===== config.mk =====
export PLATFORM = sky130hd
export DESIGN_NAME = dlj_sequencer
export DESIGN_NICKNAME = d
export VERILOG_FILES = /design/src/rtl/dlj_pkg.sv /design/src/rtl/dlj_fifo.sv /design/src/rtl/dlj_sequencer.sv
export SDC_FILE = /design/constraint.sdc
export NUM_CORES = 1
export LEC_CHECK = 0
export ABC_CLOCK_PERIOD_IN_PS = 3900
export CAP_MARGIN = 5
export CELL_PAD_IN_SITES_DETAIL_PLACEMENT = 1
export CELL_PAD_IN_SITES_GLOBAL_PLACEMENT = 1
export CORE_MARGIN = 2
export CORE_UTILIZATION = 45
export CTS_CLUSTER_DIAMETER = 50
export DETAILED_ROUTE_END_ITERATION = 16
export DONT_BUFFER_PORTS = 1
export GPL_TIMING_DRIVEN = 0
export PLACE_DENSITY = 0.81
export SLEW_MARGIN = 20
export SYNTH_ARGS = -nofsm -noshare
export SYNTH_HDL_FRONTEND = slang
export SYNTH_SLANG_ARGS = --single-unit
export TNS_END_PERCENT = 5

===== constraint.sdc =====
create_clock -name core_clk -period 3.9 [get_ports core_clk]
set_input_delay 0.195 -clock core_clk [delete_from_list [all_inputs] [get_ports core_clk]]
set_output_delay 0.195 -clock core_clk [all_outputs]
set_load 0.01 [all_outputs]

===== src/rtl/dlj_pkg.sv =====
// constants shared by the display-list jump sequencer and its console fifo
package dlj_pkg;
  // word and address geometry
  localparam int          WORD_W      = 12;
  localparam int          ADDR_W      = 13;
  localparam logic [12:0] ADDR_FIRST  = 13'h0000;
  localparam logic [12:0] ADDR_LAST   = 13'h1000;
  localparam logic [12:0] ADDR_STEP   = 13'h0001;
  // command words that redirect or end the fetch address
  localparam logic [11:0] CMD_SJUMP   = 12'h1C8;
  localparam logic [11:0] CMD_CALL    = 12'h1E8;
  localparam logic [11:0] CMD_PJUMP   = 12'h1D8;
  localparam logic [11:0] RETURN_CMD  = 12'h1FA;
  localparam logic [11:0] FRAME_END_BYTE = 12'h1F8;
  // beam reset word: top nibble, light pen bit, intensity field
  localparam logic [3:0]  RESET_TAG   = 4'h8;
  localparam int          RESET_TAG_LSB = 8;
  localparam int          LPEN_BIT    = 6;
  localparam int          INT_LSB     = 0;
  localparam int          INT_W       = 2;
  // increment word: beam bit, scale field, delta x, delta y
  localparam int          BEAM_BIT    = 11;
  localparam int          SCALE_LSB   = 8;
  localparam int          SCALE_W     = 3;
  localparam logic [2:0]  SCALE_MIN   = 3'h2;
  localparam int          DX_LSB      = 4;
  localparam int          DY_LSB      = 0;
  localparam int          DELTA_W     = 4;
  // intensity levels sent to the console
  localparam logic [1:0]  INT_DIM     = 2'h1;
  localparam logic [1:0]  INT_MEDIUM  = 2'h2;
  localparam logic [1:0]  INT_BRIGHT  = 2'h3;
  // frame refresh timing
  localparam int          REFRESH_US  = 25000;
  localparam int          CLK_MHZ     = 200;
  localparam int          REFRESH_CYC = REFRESH_US * CLK_MHZ;
  // console record: {x, y, beam_on, intensity, light pen enable}
  localparam int          REC_W       = 2 * WORD_W + 1 + INT_W + 1;
  localparam int          FIFO_DEPTH  = 4;
  // fetch phases
  typedef enum logic [1:0] {DLJ_PH_BYTE, DLJ_PH_TARGET, DLJ_PH_X, DLJ_PH_Y}
    dlj_phase_e;
  typedef enum logic [1:0] {DLJ_JK_SJUMP, DLJ_JK_CALL, DLJ_JK_PJUMP}
    dlj_jump_e;
endpackage


===== src/rtl/dlj_fifo.sv =====
// small synchronous fifo between the sequencer and the console
`timescale 1ns/1ps
`default_nettype none
module dlj_fifo #(
  parameter int WIDTH = 28,
  parameter int DEPTH = 4
) (
  input  wire logic             core_clk,  // system clock
  input  wire logic             rst_n,     // sync reset, active low
  input  wire logic [WIDTH-1:0] in_data,   // record to store
  input  wire logic             in_valid,  // record offered
  output logic                  in_ready,  // room for a record
  output logic      [WIDTH-1:0] out_data,  // oldest record
  output logic                  out_valid, // a record is held
  input  wire logic             out_ready  // consumer takes the record
);
  localparam int PW = (DEPTH > 1) ? $clog2(DEPTH) : 1;
  localparam logic [PW:0] CNT_FULL = (PW+1)'(DEPTH);

  logic [WIDTH-1:0] mem_reg [DEPTH];
  logic [PW-1:0]    wr_ptr_reg;
  logic [PW-1:0]    rd_ptr_reg;
  logic [PW:0]      count_reg;
  wire              push;
  wire              pop;

  // handshake decode
  assign in_ready  = (count_reg != CNT_FULL);
  assign out_valid = (count_reg != '0);
  assign push      = in_valid & in_ready;
  assign pop       = out_valid & out_ready;
  assign out_data  = mem_reg[rd_ptr_reg];

  // pointer step with wrap at the depth
  function automatic logic [PW-1:0] bump(input logic [PW-1:0] p);
    bump = (p == PW'(DEPTH - 1)) ? '0 : p + PW'(1);
  endfunction

  // storage
  always_ff @(posedge core_clk)
  begin
    if (push)
      mem_reg[wr_ptr_reg] <= in_data;
  end

  // pointers and fill count
  always_ff @(posedge core_clk)
  begin
    if (!rst_n)
    begin
      wr_ptr_reg <= '0;
      rd_ptr_reg <= '0;
      count_reg  <= '0;
    end
    else
    begin
      if (push)
        wr_ptr_reg <= bump(wr_ptr_reg);
      if (pop)
        rd_ptr_reg <= bump(rd_ptr_reg);
      if (push && !pop)
        count_reg <= count_reg + (PW+1)'(1);
      else if (pop && !push)
        count_reg <= count_reg - (PW+1)'(1);
    end
  end
endmodule
`default_nettype wire


===== src/rtl/dlj_sequencer.sv =====
// display-list sequencer: fetches, jumps, beam control toward the console
`timescale 1ns/1ps
`default_nettype none
module dlj_sequencer
  import dlj_pkg::*;
#(
  parameter int REFRESH_CYCLES = dlj_pkg::REFRESH_CYC,
  parameter int DEPTH          = dlj_pkg::FIFO_DEPTH
) (
  input  wire logic                       core_clk,      // system clock
  input  wire logic                       rst_n,         // sync reset, low
  input  wire logic                       start_disp,    // host start pulse
  input  wire logic                       status_rd,     // host reads status
  output logic                            frame_end_irq, // interrupt to host
  output logic                            busy,          // frame in progress
  output logic [dlj_pkg::ADDR_W-1:0]      mem_addr,      // fetch address
  output logic                            mem_req,       // read strobe
  input  wire logic [dlj_pkg::WORD_W-1:0] mem_rdata,     // word read back
  input  wire logic                       mem_rvalid,    // read data valid
  output logic [dlj_pkg::WORD_W-1:0]      beam_x,        // beam x position
  output logic [dlj_pkg::WORD_W-1:0]      beam_y,        // beam y position
  output logic                            beam_on,       // beam drawn
  output logic [dlj_pkg::INT_W-1:0]       intensity,     // brightness level
  output logic                            lpen_enable,   // light pen sense
  output logic                            con_valid,     // move offered
  input  wire logic                       con_ready      // console takes it
);
  import dlj_pkg::*;

  // ---------------------------------------------------------------
  // state
  // ---------------------------------------------------------------
  typedef enum {DLJ_IDLE, DLJ_READ, DLJ_WAIT, DLJ_PUSH} dlj_state_e;

  dlj_state_e        state_reg;
  dlj_phase_e        phase_reg;
  dlj_jump_e         jump_reg;
  logic [ADDR_W-1:0] pc_reg;
  logic [ADDR_W-1:0] rp_reg;
  logic [WORD_W-1:0] x_reg;
  logic [WORD_W-1:0] y_reg;
  logic              beam_reg;
  logic [INT_W-1:0]  int_reg;
  logic              lpen_reg;
  logic              irq_reg;
  logic              run_reg;
  logic [31:0]       tick_reg;

  // ---------------------------------------------------------------
  // decode of the fetched word
  // ---------------------------------------------------------------
  wire [WORD_W-1:0]  w = mem_rdata;
  wire               is_sjump = (w == CMD_SJUMP);
  wire               is_call  = (w == CMD_CALL);
  wire               is_pjump = (w == CMD_PJUMP);
  wire               is_ret   = (w == RETURN_CMD);
  wire               is_end   = (w == FRAME_END_BYTE);
  wire               is_reset = (w[WORD_W-1:RESET_TAG_LSB] == RESET_TAG);
  wire [SCALE_W-1:0] scale    = w[SCALE_LSB +: SCALE_W];
  wire               is_incr  = !is_reset && (scale >= SCALE_MIN);
  wire [INT_W-1:0]   rst_int  = w[INT_LSB +: INT_W];
  wire [ADDR_W-1:0]  pc_inc   = pc_reg + ADDR_STEP;
  wire [ADDR_W-1:0]  rp_inc   = rp_reg + ADDR_STEP;
  wire [ADDR_W-1:0]  target   = {{(ADDR_W-WORD_W){1'b0}}, w};
  wire               got      = (state_reg == DLJ_WAIT) && mem_rvalid;
  wire               refresh  = (tick_reg == 32'(REFRESH_CYCLES - 1));
  wire               fifo_in_ready;
  wire [REC_W-1:0]   fifo_out;

  // sign-magnitude delta scaled by two to the (scale - 2)
  function automatic logic [WORD_W-1:0] scaled_delta(
    input logic [DELTA_W-1:0] d,
    input logic [SCALE_W-1:0] s
  );
    logic [WORD_W-1:0] mag;
    mag = {{(WORD_W-DELTA_W+1){1'b0}}, d[DELTA_W-2:0]};
    mag = mag << (s - SCALE_MIN);
    scaled_delta = d[DELTA_W-1] ? (~mag + WORD_W'(1)) : mag;
  endfunction

  wire [WORD_W-1:0] x_step = scaled_delta(w[DX_LSB +: DELTA_W], scale);
  wire [WORD_W-1:0] y_step = scaled_delta(w[DY_LSB +: DELTA_W], scale);

  // ---------------------------------------------------------------
  // frame timer and host handshake
  // ---------------------------------------------------------------
  // refresh period counter, free running once the host has started
  always_ff @(posedge core_clk)
  begin
    if (!rst_n || !run_reg || refresh)
      tick_reg <= '0;
    else
      tick_reg <= tick_reg + 32'h0000_0001;
  end

  // interrupt flag: a new end byte beats a simultaneous status read
  always_ff @(posedge core_clk)
  begin
    if (!rst_n)
      irq_reg <= 1'b0;
    else if (got && phase_reg == DLJ_PH_BYTE && is_end)
      irq_reg <= 1'b1;
    else if (status_rd)
      irq_reg <= 1'b0;
  end

  // run latch set by the host start write
  always_ff @(posedge core_clk)
  begin
    if (!rst_n)
      run_reg <= 1'b0;
    else if (start_disp)
      run_reg <= 1'b1;
  end

  // ---------------------------------------------------------------
  // fetch sequencer
  // ---------------------------------------------------------------
  // fetch, decode and jump control
  always_ff @(posedge core_clk)
  begin
    if (!rst_n)
    begin
      state_reg <= DLJ_IDLE;
      phase_reg <= DLJ_PH_BYTE;
      jump_reg  <= DLJ_JK_SJUMP;
      pc_reg    <= ADDR_FIRST;
      rp_reg    <= ADDR_FIRST;
    end
    else
    begin
      case (state_reg)
        DLJ_IDLE:
        begin
          if (start_disp || (run_reg && refresh))
          begin
            pc_reg    <= ADDR_FIRST;
            phase_reg <= DLJ_PH_BYTE;
            state_reg <= DLJ_READ;
          end
        end
        DLJ_READ:
        begin
          if (pc_reg > ADDR_LAST)
            state_reg <= DLJ_IDLE;
          else
            state_reg <= DLJ_WAIT;
        end
        DLJ_WAIT:
        begin
          if (mem_rvalid)
          begin
            state_reg <= DLJ_READ;
            case (phase_reg)
              DLJ_PH_BYTE:
              begin
                pc_reg <= pc_inc;
                if (is_sjump)
                begin
                  jump_reg  <= DLJ_JK_SJUMP;
                  phase_reg <= DLJ_PH_TARGET;
                end
                else if (is_call)
                begin
                  jump_reg  <= DLJ_JK_CALL;
                  phase_reg <= DLJ_PH_TARGET;
                end
                else if (is_pjump)
                begin
                  jump_reg  <= DLJ_JK_PJUMP;
                  pc_reg    <= rp_inc;
                  phase_reg <= DLJ_PH_TARGET;
                end
                else if (is_ret)
                  pc_reg <= rp_inc;
                else if (is_end)
                  state_reg <= DLJ_IDLE;
                else if (is_reset)
                  phase_reg <= DLJ_PH_X;
                else if (is_incr)
                  state_reg <= DLJ_PUSH;
              end
              DLJ_PH_TARGET:
              begin
                phase_reg <= DLJ_PH_BYTE;
                if (target > ADDR_LAST)
                  state_reg <= DLJ_IDLE;
                pc_reg <= target;
                if (jump_reg != DLJ_JK_SJUMP)
                  rp_reg <= pc_reg;
              end
              DLJ_PH_X:
              begin
                pc_reg    <= pc_inc;
                phase_reg <= DLJ_PH_Y;
              end
              default:
              begin
                pc_reg    <= pc_inc;
                phase_reg <= DLJ_PH_BYTE;
                state_reg <= DLJ_PUSH;
              end
            endcase
          end
        end
        DLJ_PUSH:
        begin
          if (fifo_in_ready)
            state_reg <= DLJ_READ;
        end
        default:
          state_reg <= DLJ_IDLE;
      endcase
    end
  end

  // ---------------------------------------------------------------
  // beam state
  // ---------------------------------------------------------------
  // position, beam, intensity and light pen updates
  always_ff @(posedge core_clk)
  begin
    if (!rst_n)
    begin
      x_reg    <= '0;
      y_reg    <= '0;
      beam_reg <= 1'b0;
      int_reg  <= INT_MEDIUM;
      lpen_reg <= 1'b0;
    end
    else if (got)
    begin
      if (phase_reg == DLJ_PH_BYTE && is_reset)
      begin
        beam_reg <= 1'b0;
        int_reg  <= (rst_int == '0) ? INT_MEDIUM : rst_int;
        lpen_reg <= w[LPEN_BIT];
      end
      else if (phase_reg == DLJ_PH_BYTE && is_incr)
      begin
        beam_reg <= w[BEAM_BIT];
        x_reg    <= x_reg + x_step;
        y_reg    <= y_reg + y_step;
      end
      else if (phase_reg == DLJ_PH_X)
        x_reg <= w;
      else if (phase_reg == DLJ_PH_Y)
        y_reg <= w;
    end
  end

  // ---------------------------------------------------------------
  // console fifo and outputs
  // ---------------------------------------------------------------
  dlj_fifo #(
    .WIDTH (REC_W),
    .DEPTH (DEPTH)
  ) u_fifo (
    .core_clk  (core_clk),
    .rst_n     (rst_n),
    .in_data   ({x_reg, y_reg, beam_reg, int_reg, lpen_reg}),
    .in_valid  (state_reg == DLJ_PUSH),
    .in_ready  (fifo_in_ready),
    .out_data  (fifo_out),
    .out_valid (con_valid),
    .out_ready (con_ready)
  );

  // output decode
  assign beam_x        = fifo_out[REC_W-1 -: WORD_W];
  assign beam_y        = fifo_out[REC_W-1-WORD_W -: WORD_W];
  assign beam_on       = fifo_out[INT_W+1];
  assign intensity     = fifo_out[1 +: INT_W];
  assign lpen_enable   = fifo_out[0];
  assign mem_addr      = pc_reg;
  assign mem_req       = (state_reg == DLJ_READ) && (pc_reg <= ADDR_LAST);
  assign frame_end_irq = irq_reg;
  assign busy          = (state_reg != DLJ_IDLE);
endmodule
`default_nettype wire


==> summary.txt, run 1 <==
Setup path
  • Max incr delay on CP: approximately 0.50 ns
  • Crit path depth: 16
  • CP cell instances: inv_1 -> ha_1 -> clkbuf_2 -> clkbuf_4 -> and3_1 -> inv_1 -> ha_1 -> nand2_1 -> o21ai_0 -> fa_1 -> a21oi_1 -> o2111ai_1 -> a21o_1 -> a22o_1 -> or4_1 -> and3_1
  • Slowest CP cell: fa_1
  • Worst EP arrival: ~4.2 ns
  • Max FO, Critical Path: 11
  • Reg2reg start: state_reg[0]
  • WP buf/inv: 4
  • CP top delay family: adder cells
  • Critical Setup Path Class: primary input to register
  • CP startpoint kind: primary input
  • Reg2reg end: y_reg[2]
  • R2r worst-path depth: 8
  • CP Capture Type: register
  • FF-to-FF setup slack: ~1.0 ns
  • Worst Path Required: 4.32 ns

Yosys
  • Adder-cell share of the synthesized area: 6.007%
  • #FFs+latches synth: 215
  • Post-synth EDFFs: 112
  • Cell taking the most area after synthesis: edfxtp_1
  • Synth Area in Compound Gates: 13.96%
  • Simple-Gate Fraction of Synth Area: between 10% and 20%
  • Synth Flop Type: edfxtp_1
  • Async S/R FF share, synth: 0%
  • Syn Inst Count: around 1100
  • Ranking of synthesized cells by area: edfxtp_1 (29%), dfxtp_1 (18%), mux4_2 (5.5%), ha_1 (5.5%), nor2_1 (3.6%)
  • Largest family of logic cells by synthesized area: simple AND/OR/NAND/NOR gates
  • Mapped Area: 0.01141 mm^2
  • Synth top area share: about 29%
  • Multiplexer area fraction after synthesis: under 10%
  • Sequential share of the synthesized area: a little under half
  • Yosys warns: 0
  • Post-synth net total: 1158
  • Post-Synth XOR/XNOR Area: just under 6%
  • Synth cell types: 83
  • Syn_area_per_cell: 10.50 um^2

Placed design
  • GPL Wtd Cong: 0.9145
  • HPWL Detailed: between 20000 and 25000 um
  • I/O Buffers: 0
  • Pre-CTS setup slack: -0.9508 ns

Floorplanning
  • Initial Util: between 40% and 50%
  • I/O pin cnt: 63
  • Num rows: 58
  • Die area: 0.02666 mm^2
  • Core Box Area: around 0.025 mm^2
  • Die W: roughly 160 um
  • Chip height: approximately 160 um

Final layout
  • Finished Core Util: around half
  • Fillers: 2747
  • Most frequent cells in the layout: edfxtp_1 (112), nor2_1 (108), dfxtp_1 (103), nand2_1 (96), a21oi_1 (70)
  • Commonest non-fill, non-tap cell in the layout: edfxtp_1
  • ANT cells: 0
  • Nets: 1194
  • Ratio of cells with drive above 1 in the final layout: 10.75%
  • Number of flip-flops in the largest register: 112
  • Area Overhead vs Synth: 12.51%

STA
  • Worst slew margin relative to its limit: about 44%
  • TNS Setup: 0 ns
  • Setup violations, final: 0
  • Post-layout minimum cycle time: approximately 3.7 ns
  • Worst-margin pin slew: between 0.8 and 0.9 ns
  • Period utilization: between 90% and 100%
  • Final Max Slew Viols: 0
  • Fmax: around 270 MHz
  • Min Hold Slack: about 0.0038 ns
  • Fin. Hold Viols: 0
  • RSZ-0062 raised after global routing: no
  • Final worst clock skew: 0.01098 ns
  • Post-route setup slack: 0.1589 ns

Power
  • Leakage power: around 4.5 nW
  • Power Dens Cells: a little over 500 mW/mm^2
  • Maximum VDD drop: 0.0003358 V
  • Power Total: about 0.0067 W

CTS
  • Clk slew on worst S/H paths: 0.06 ns
  • CTS buffer count: 27
  • Clk_lat worst skew: about 0.54 ns
  • CTS H-tree lvls: 1
  • CTS root buf: clkbuf_16
  • Sinks on Clock Net: around 220
  • TritonCTS clock tree: done
  • Clk buf depth: 3

Detailed routing
  • Drt wl/cell: 21.56 um
  • Initial DRC Count: slightly above 500
  • TritonRoute pass-1 iters: 5
  • Post-route DRC: 0
  • Final ANT Viol Nets: 0
  • DR vias: 8686
  • DRT Wirelength: 31780 um
  • Vias per inst: slightly below 6

GRT
  • Number of global-route vias before repair: 9141
  • Initial antenna violation count: 0
  • Largest net degree at the start of global routing: 29
  • First-pass GRT wire length: between 50000 and 60000 um
  • Gr ovfl total: 0
  • GRT Util Overall: between 20 and 25%

Hold path
  • Hold Crit Class: primary input to register
  • Hold_sp: mem_rdata[11]
  • Hold path depth: 4
  • Worst Hold End: y_reg[11]

Status
  • Run status: finished, final reports clean

Job
  • Maxcap violations: 0
==> metal layers <==
metal | vias to the layer above | routed length [um] | GRT usage [%]
met2 | 218 | 15350 | 41.89
met1 | 4313 | 13540 | 31.06
li1 | 4094 | - | -
met5 | - | 0 | 0
met3 | 61 | 1910 | 4.317
met4 | 0 | 973 | 7.683
==> layout make-up <==
cell class,instances,area [um^2],area share (%)
buffer,58,317.8,2.475
timing repair buffer,8,100.1,0.7794
sequential,215,5425,42.24
clock buffer,30,696.9,5.427
tap,330,412.9,3.215
clock inverter,20,203.9,1.588
multi-input combinational,784,5577,43.42
inverter,29,108.9,0.8476
==> worst reg2reg max path: stages, from the launching register on <==
cell and delay [ns]:
dfxtp_1 0.34, inv_1 0.09, ha_1 0.32, nand2_1 0.22, a21oi_1 0.50, a21boi_1 0.47, buf_2 0.34, mux2i_1 0.35
nor2_1 0.11
==> per-stage QoR <==
step | cells | area (um^2)
final | 1474 | 12840
after global routing | 1474 | 12840
after CTS | 1474 | 12830
after detailed placement | 1419 | 11870
after global placement | 1417 | 11830
after floorplan | 1087 | 11410
==> cells by family after synthesis <==
group | Yosys count
simple gates | 370
compound gates | 243
flops | 215
buf+inv | 88
xor+xnor | 76
fa+ha+maj | 53
mux | 42
==> synthesized netlist by cell type, drive strengths merged, types with 5 or more instances <==
| master | instances |
|---|---|
| a31oi | 16 |
| a21oi | 71 |
| nand2 | 97 |
| a21o | 5 |
| ha | 50 |
| and2 | 11 |
| o2111ai | 5 |
| nor2 | 109 |
| o21ai | 49 |
| o21bai | 6 |
| clkbuf | 46 |
| a211oi | 9 |
| buf | 13 |
| mux2i | 11 |
| edfxtp | 112 |
| o21a | 6 |
| nor3 | 16 |
| o2bb2ai | 9 |
| xnor2 | 31 |
| mux4 | 28 |
| nor4b | 5 |
| inv | 29 |
| o211ai | 10 |
| a221oi | 5 |
| nand3 | 47 |
| and4 | 6 |
| nor2b | 15 |
| xor2 | 45 |
| and3 | 13 |
| a21boi | 6 |
| nand4 | 19 |
| nor4 | 7 |
| or3 | 7 |
| dfxtp | 103 |
==> power by group <==
part           switching, W  internal (W)  leakage (nW)  total [W]
Combinational      0.000929      0.000578          2.13    0.00151
Sequential         0.000137       0.00255          1.91    0.00268
Clock               0.00103       0.00145         0.438    0.00248
==> how the worst max path moves through the flow <==
stage | end | startpoint
2_1_floorplan | x_reg[10] | mem_rdata[9]
3_3_place_gp | x_reg[10] | mem_rdata[9]
3_5_place_dp | x_reg[10] | mem_rdata[9]
4_1_cts | x_reg[10] | mem_rdata[9]
5_1_grt | y_reg[10] | mem_rdata[9]
6_report | y_reg[10] | mem_rdata[9]
==> what timing repair did <==
| action | in CTS | in global routing |
|---|---|---|
| hold buffers | 6 | 0 |
| setup buffers | 0 | 0 |
| endpoints found under the hold margin | 10 | 0 |
| gates cloned | 0 | 0 |
| gates resized for setup | 2 | 5 |
| endpoints found under the setup margin | 8 | 5 |
(Power assumes the default switching activity.)
==> inputs of run 2 (changes only) <==
--- a/config.mk
+++ b/config.mk
@@ -14,7 +14,6 @@
 export CTS_CLUSTER_DIAMETER = 50
 export DETAILED_ROUTE_END_ITERATION = 16
 export DONT_BUFFER_PORTS = 1
-export GPL_TIMING_DRIVEN = 0
 export PLACE_DENSITY = 0.81
 export SLEW_MARGIN = 20
 export SYNTH_ARGS = -nofsm -noshare
==> constraint.sdc (replaced) <==
create_clock -name core_clk -period 3.9 [get_ports core_clk]
set_input_delay 0.585 -clock core_clk [delete_from_list [all_inputs] [get_ports core_clk]]
set_output_delay 0.585 -clock core_clk [all_outputs]
set_load 0.01 [all_outputs]
==> run 2 against run 1 <==
  * Non-clock buffer count shrank 45
  * Final cell count shrank 2.9%
  * Flip-flop and latch count is the same
  * Die area is the same
  * Critical path type unchanged
  * Clock power grew 2%
  * Critical endpoint unchanged
==> summary.txt, run 2 (synthesis gave the netlist of run 1 again) <==
Detailed routing
  • Vias per inst: 5.917 (+0.41%)
  • Drt wl/cell: 20.98 um (-2.7%)
  • Post-route DRC: 0 (unchanged)
  • Final ANT Viol Nets: 0 (unchanged)
  • Initial DRC Count: 504 (-0.20%)
  • DR vias: 8467 (-2.5%)
  • DRT Wirelength: 30020 um (-5.5%)
  • TritonRoute pass-1 iters: 6 (+1)

CTS
  • CTS root buf: clkbuf_16
  • Cts hold-fix bufs: 0 (-6)
  • Sinks on Clock Net: 215 (unchanged)
  • TritonCTS clock tree: done
  • Clk buf depth: 3 (unchanged)
  • Clk_lat worst skew: 0.55 ns (about the same)
  • Clk slew on worst S/H paths: 0.06 ns (about the same)
  • CTS H-tree lvls: 1 (unchanged)
  • CTS buffer count: 28 (+3.7%)
  • Postcts setup bufs: 0 (unchanged)
  • Post-cts sizing count: 0 (-2)

Floorplanning
  • Initial Util: 45.59% (unchanged)
  • Die area: 0.02666 mm^2 (unchanged)
  • I/O pin cnt: 63 (unchanged)
  • Die W: 163.3 um (unchanged)
  • Num rows: 58 (unchanged)
  • Chip height: 163.3 um (unchanged)
  • Core Box Area: 0.02504 mm^2 (unchanged)

Final layout
  • Number of flip-flops in the largest register: 112 (unchanged)
  • Nets: 1150 (-3.7%)
  • ANT cells: 0 (unchanged)
  • Commonest non-fill, non-tap cell in the layout: edfxtp_1
  • Ratio of cells with drive above 1 in the final layout: 11.08% (+0.33 points)
  • Most frequent cells in the layout: edfxtp_1 (112), nor2_1 (108), dfxtp_1 (102), nand2_1 (96), a21oi_1 (70)
  • Area Overhead vs Synth: 10.51%
  • Fillers: 2762 (+0.55%)
  • Post-Layout Cell Count: 1431 (-2.9%)

STA
  • Post-layout minimum cycle time: 3.395 ns (-0.3457 ns)
  • RSZ-0062 raised after global routing: no
  • Min Hold Slack: 0.1287 ns (+0.1249 ns)
  • Worst-margin pin slew: 0.9278 ns (+0.08436 ns)
  • Final Max Slew Viols: 0 (unchanged)
  • Worst slew margin relative to its limit: 37.92% (-5.9 points)
  • Setup violations, final: 0 (unchanged)
  • Fmax: 294.5 MHz (+10%)
  • Period utilization: 87.06% (-8.9 points)
  • TNS Setup: 0 ns (unchanged)
  • Post-route setup slack: 0.5046 ns (+0.3457 ns)
  • Final worst clock skew: 0.02441 ns (+0.01344 ns)
  • Fin. Hold Viols: 0 (unchanged)

GRT
  • GRT Util Overall: 22.69% (-1.6 points)
  • Gr ovfl total: 0 (unchanged)
  • Number of global-route vias before repair: 8738 (-4.4%)
  • First-pass GRT wire length: 48040 um (-5.4%)
  • Largest net degree at the start of global routing: 33 (+14%)
  • Initial antenna violation count: 0 (unchanged)

Job
  • Maxcap violations: 0 (unchanged)

Placed design
  • I/O Buffers: 0 (unchanged)
  • Pre-CTS setup slack: -0.01913 ns (+0.9317 ns)
  • Placed Cells incl. Taps: 1379 (-2.8%)
  • HPWL Detailed: 21210 um (-7.6%)
  • GPL Wtd Cong: 0.8594 (-6.0%)

Setup path
  • R2r worst-path depth: 8 (unchanged)
  • Worst EP arrival: 3.84 ns (-0.33 ns)
  • Critical Setup Path Class: primary input to register
  • CP Capture Type: register
  • Reg2reg start: y_reg[0]
  • FF-to-FF setup slack: 1.23 ns (+0.22 ns)
  • Worst Path Required: 4.34 ns (+0.02 ns)
  • CP startpoint kind: primary input
  • Max FO, Critical Path: 32 (+21)
  • Reg2reg end: y_reg[10]

Power
  • Power Total: 0.006623 W (-0.69%)
  • Leakage power: 4.417 nW (-1.5%)
  • Power Dens Cells: 525.1 mW/mm^2 (+1.1%)
  • Maximum VDD drop: 0.0002995 V (-11%)

Status
  • Run status: finished, final reports clean

Hold path
  • Hold_sp: rst_n
  • Worst Hold End: int_reg[1]
  • Hold Crit Class: primary input to register
  • Hold path depth: 1 (-3)
## run 2: changes by cell type in the layout (fill, tap and decap cells not counted), sizes merged
cell         before  now
clkinv           10    8
buf              14   21
clkinvlp          2    0
dlygate4sd3       6    0
clkbuf           76   36
## run 2: layer usage
metal | vias to the layer above | share of wire [%] | global-route usage (%)
li1 | 4008 | - | -
met1 | 4218 | 44 | 28.98
met2 | 196 | 48 | 38.74
met3 | 45 | 5.7 | 5.028
met4 | 0 | 2.4 | 6.436
met5 | - | 0 | 0
## run 2: how the worst max path moves through the flow
stage | startpoint | to | slack (ns) | cells past startpoint
floorplan | mem_rdata[9] | y_reg[10] | 0.01 | 17
global placement | mem_rdata[9] | x_reg[10] | 0.12 | 14
detailed placement | mem_rdata[9] | y_reg[10] | -0.02 | 14
CTS | mem_rdata[9] | y_reg[10] | 0.54 | 14
global route | mem_rdata[9] | x_reg[11] | 0.28 | 14
finish | mem_rdata[9] | y_reg[10] | 0.50 | 14
## run 2: final cells by class
| cell class | instances | area [um^2] | share of cell area, % |
|---|---|---|---|
| Inverter | 29 | 108.9 | 0.8629 |
| Clock buffer | 36 | 760.7 | 6.031 |
| Clock inverter | 16 | 170.2 | 1.349 |
| Tap cell | 330 | 412.9 | 3.273 |
| Timing Repair Buffer | 21 | 157.7 | 1.250 |
| Sequential cell | 215 | 5426 | 43.02 |
| Multi-Input combinational cell | 784 | 5578 | 44.22 |
## run 2: metrics by stage
step / utilization, % / instance area (um^2)
floorplan: - / 11430
global placement: 46.67 / 11680
detailed placement: 46.67 / 11680
CTS: 50.38 / 12610
global route: 50.38 / 12610
finish: 50.38 / 12610
## run 2: power breakdown
part	leakage (nW)	switching, W	total, W	internal [W]
combinational	2.04	0.000820	0.00136	0.000544
sequential	1.91	0.000176	0.00272	0.00255
clock	0.464	0.00100	0.00254	0.00153
total	4.42	0.00200	0.00662	0.00462
## run 2: critical path: stages
cell and delay [ns]:
inv_1 0.05, ha_4 0.27, inv_1 0.07, or3_1 0.38
ha_1 0.31, nand2_1 0.06, o21ai_0 0.16, fa_1 0.48
a21oi_1 0.23, o2111ai_1 0.21, a21o_1 0.23, a22o_1 0.20
or4_1 0.42, and3_1 0.18
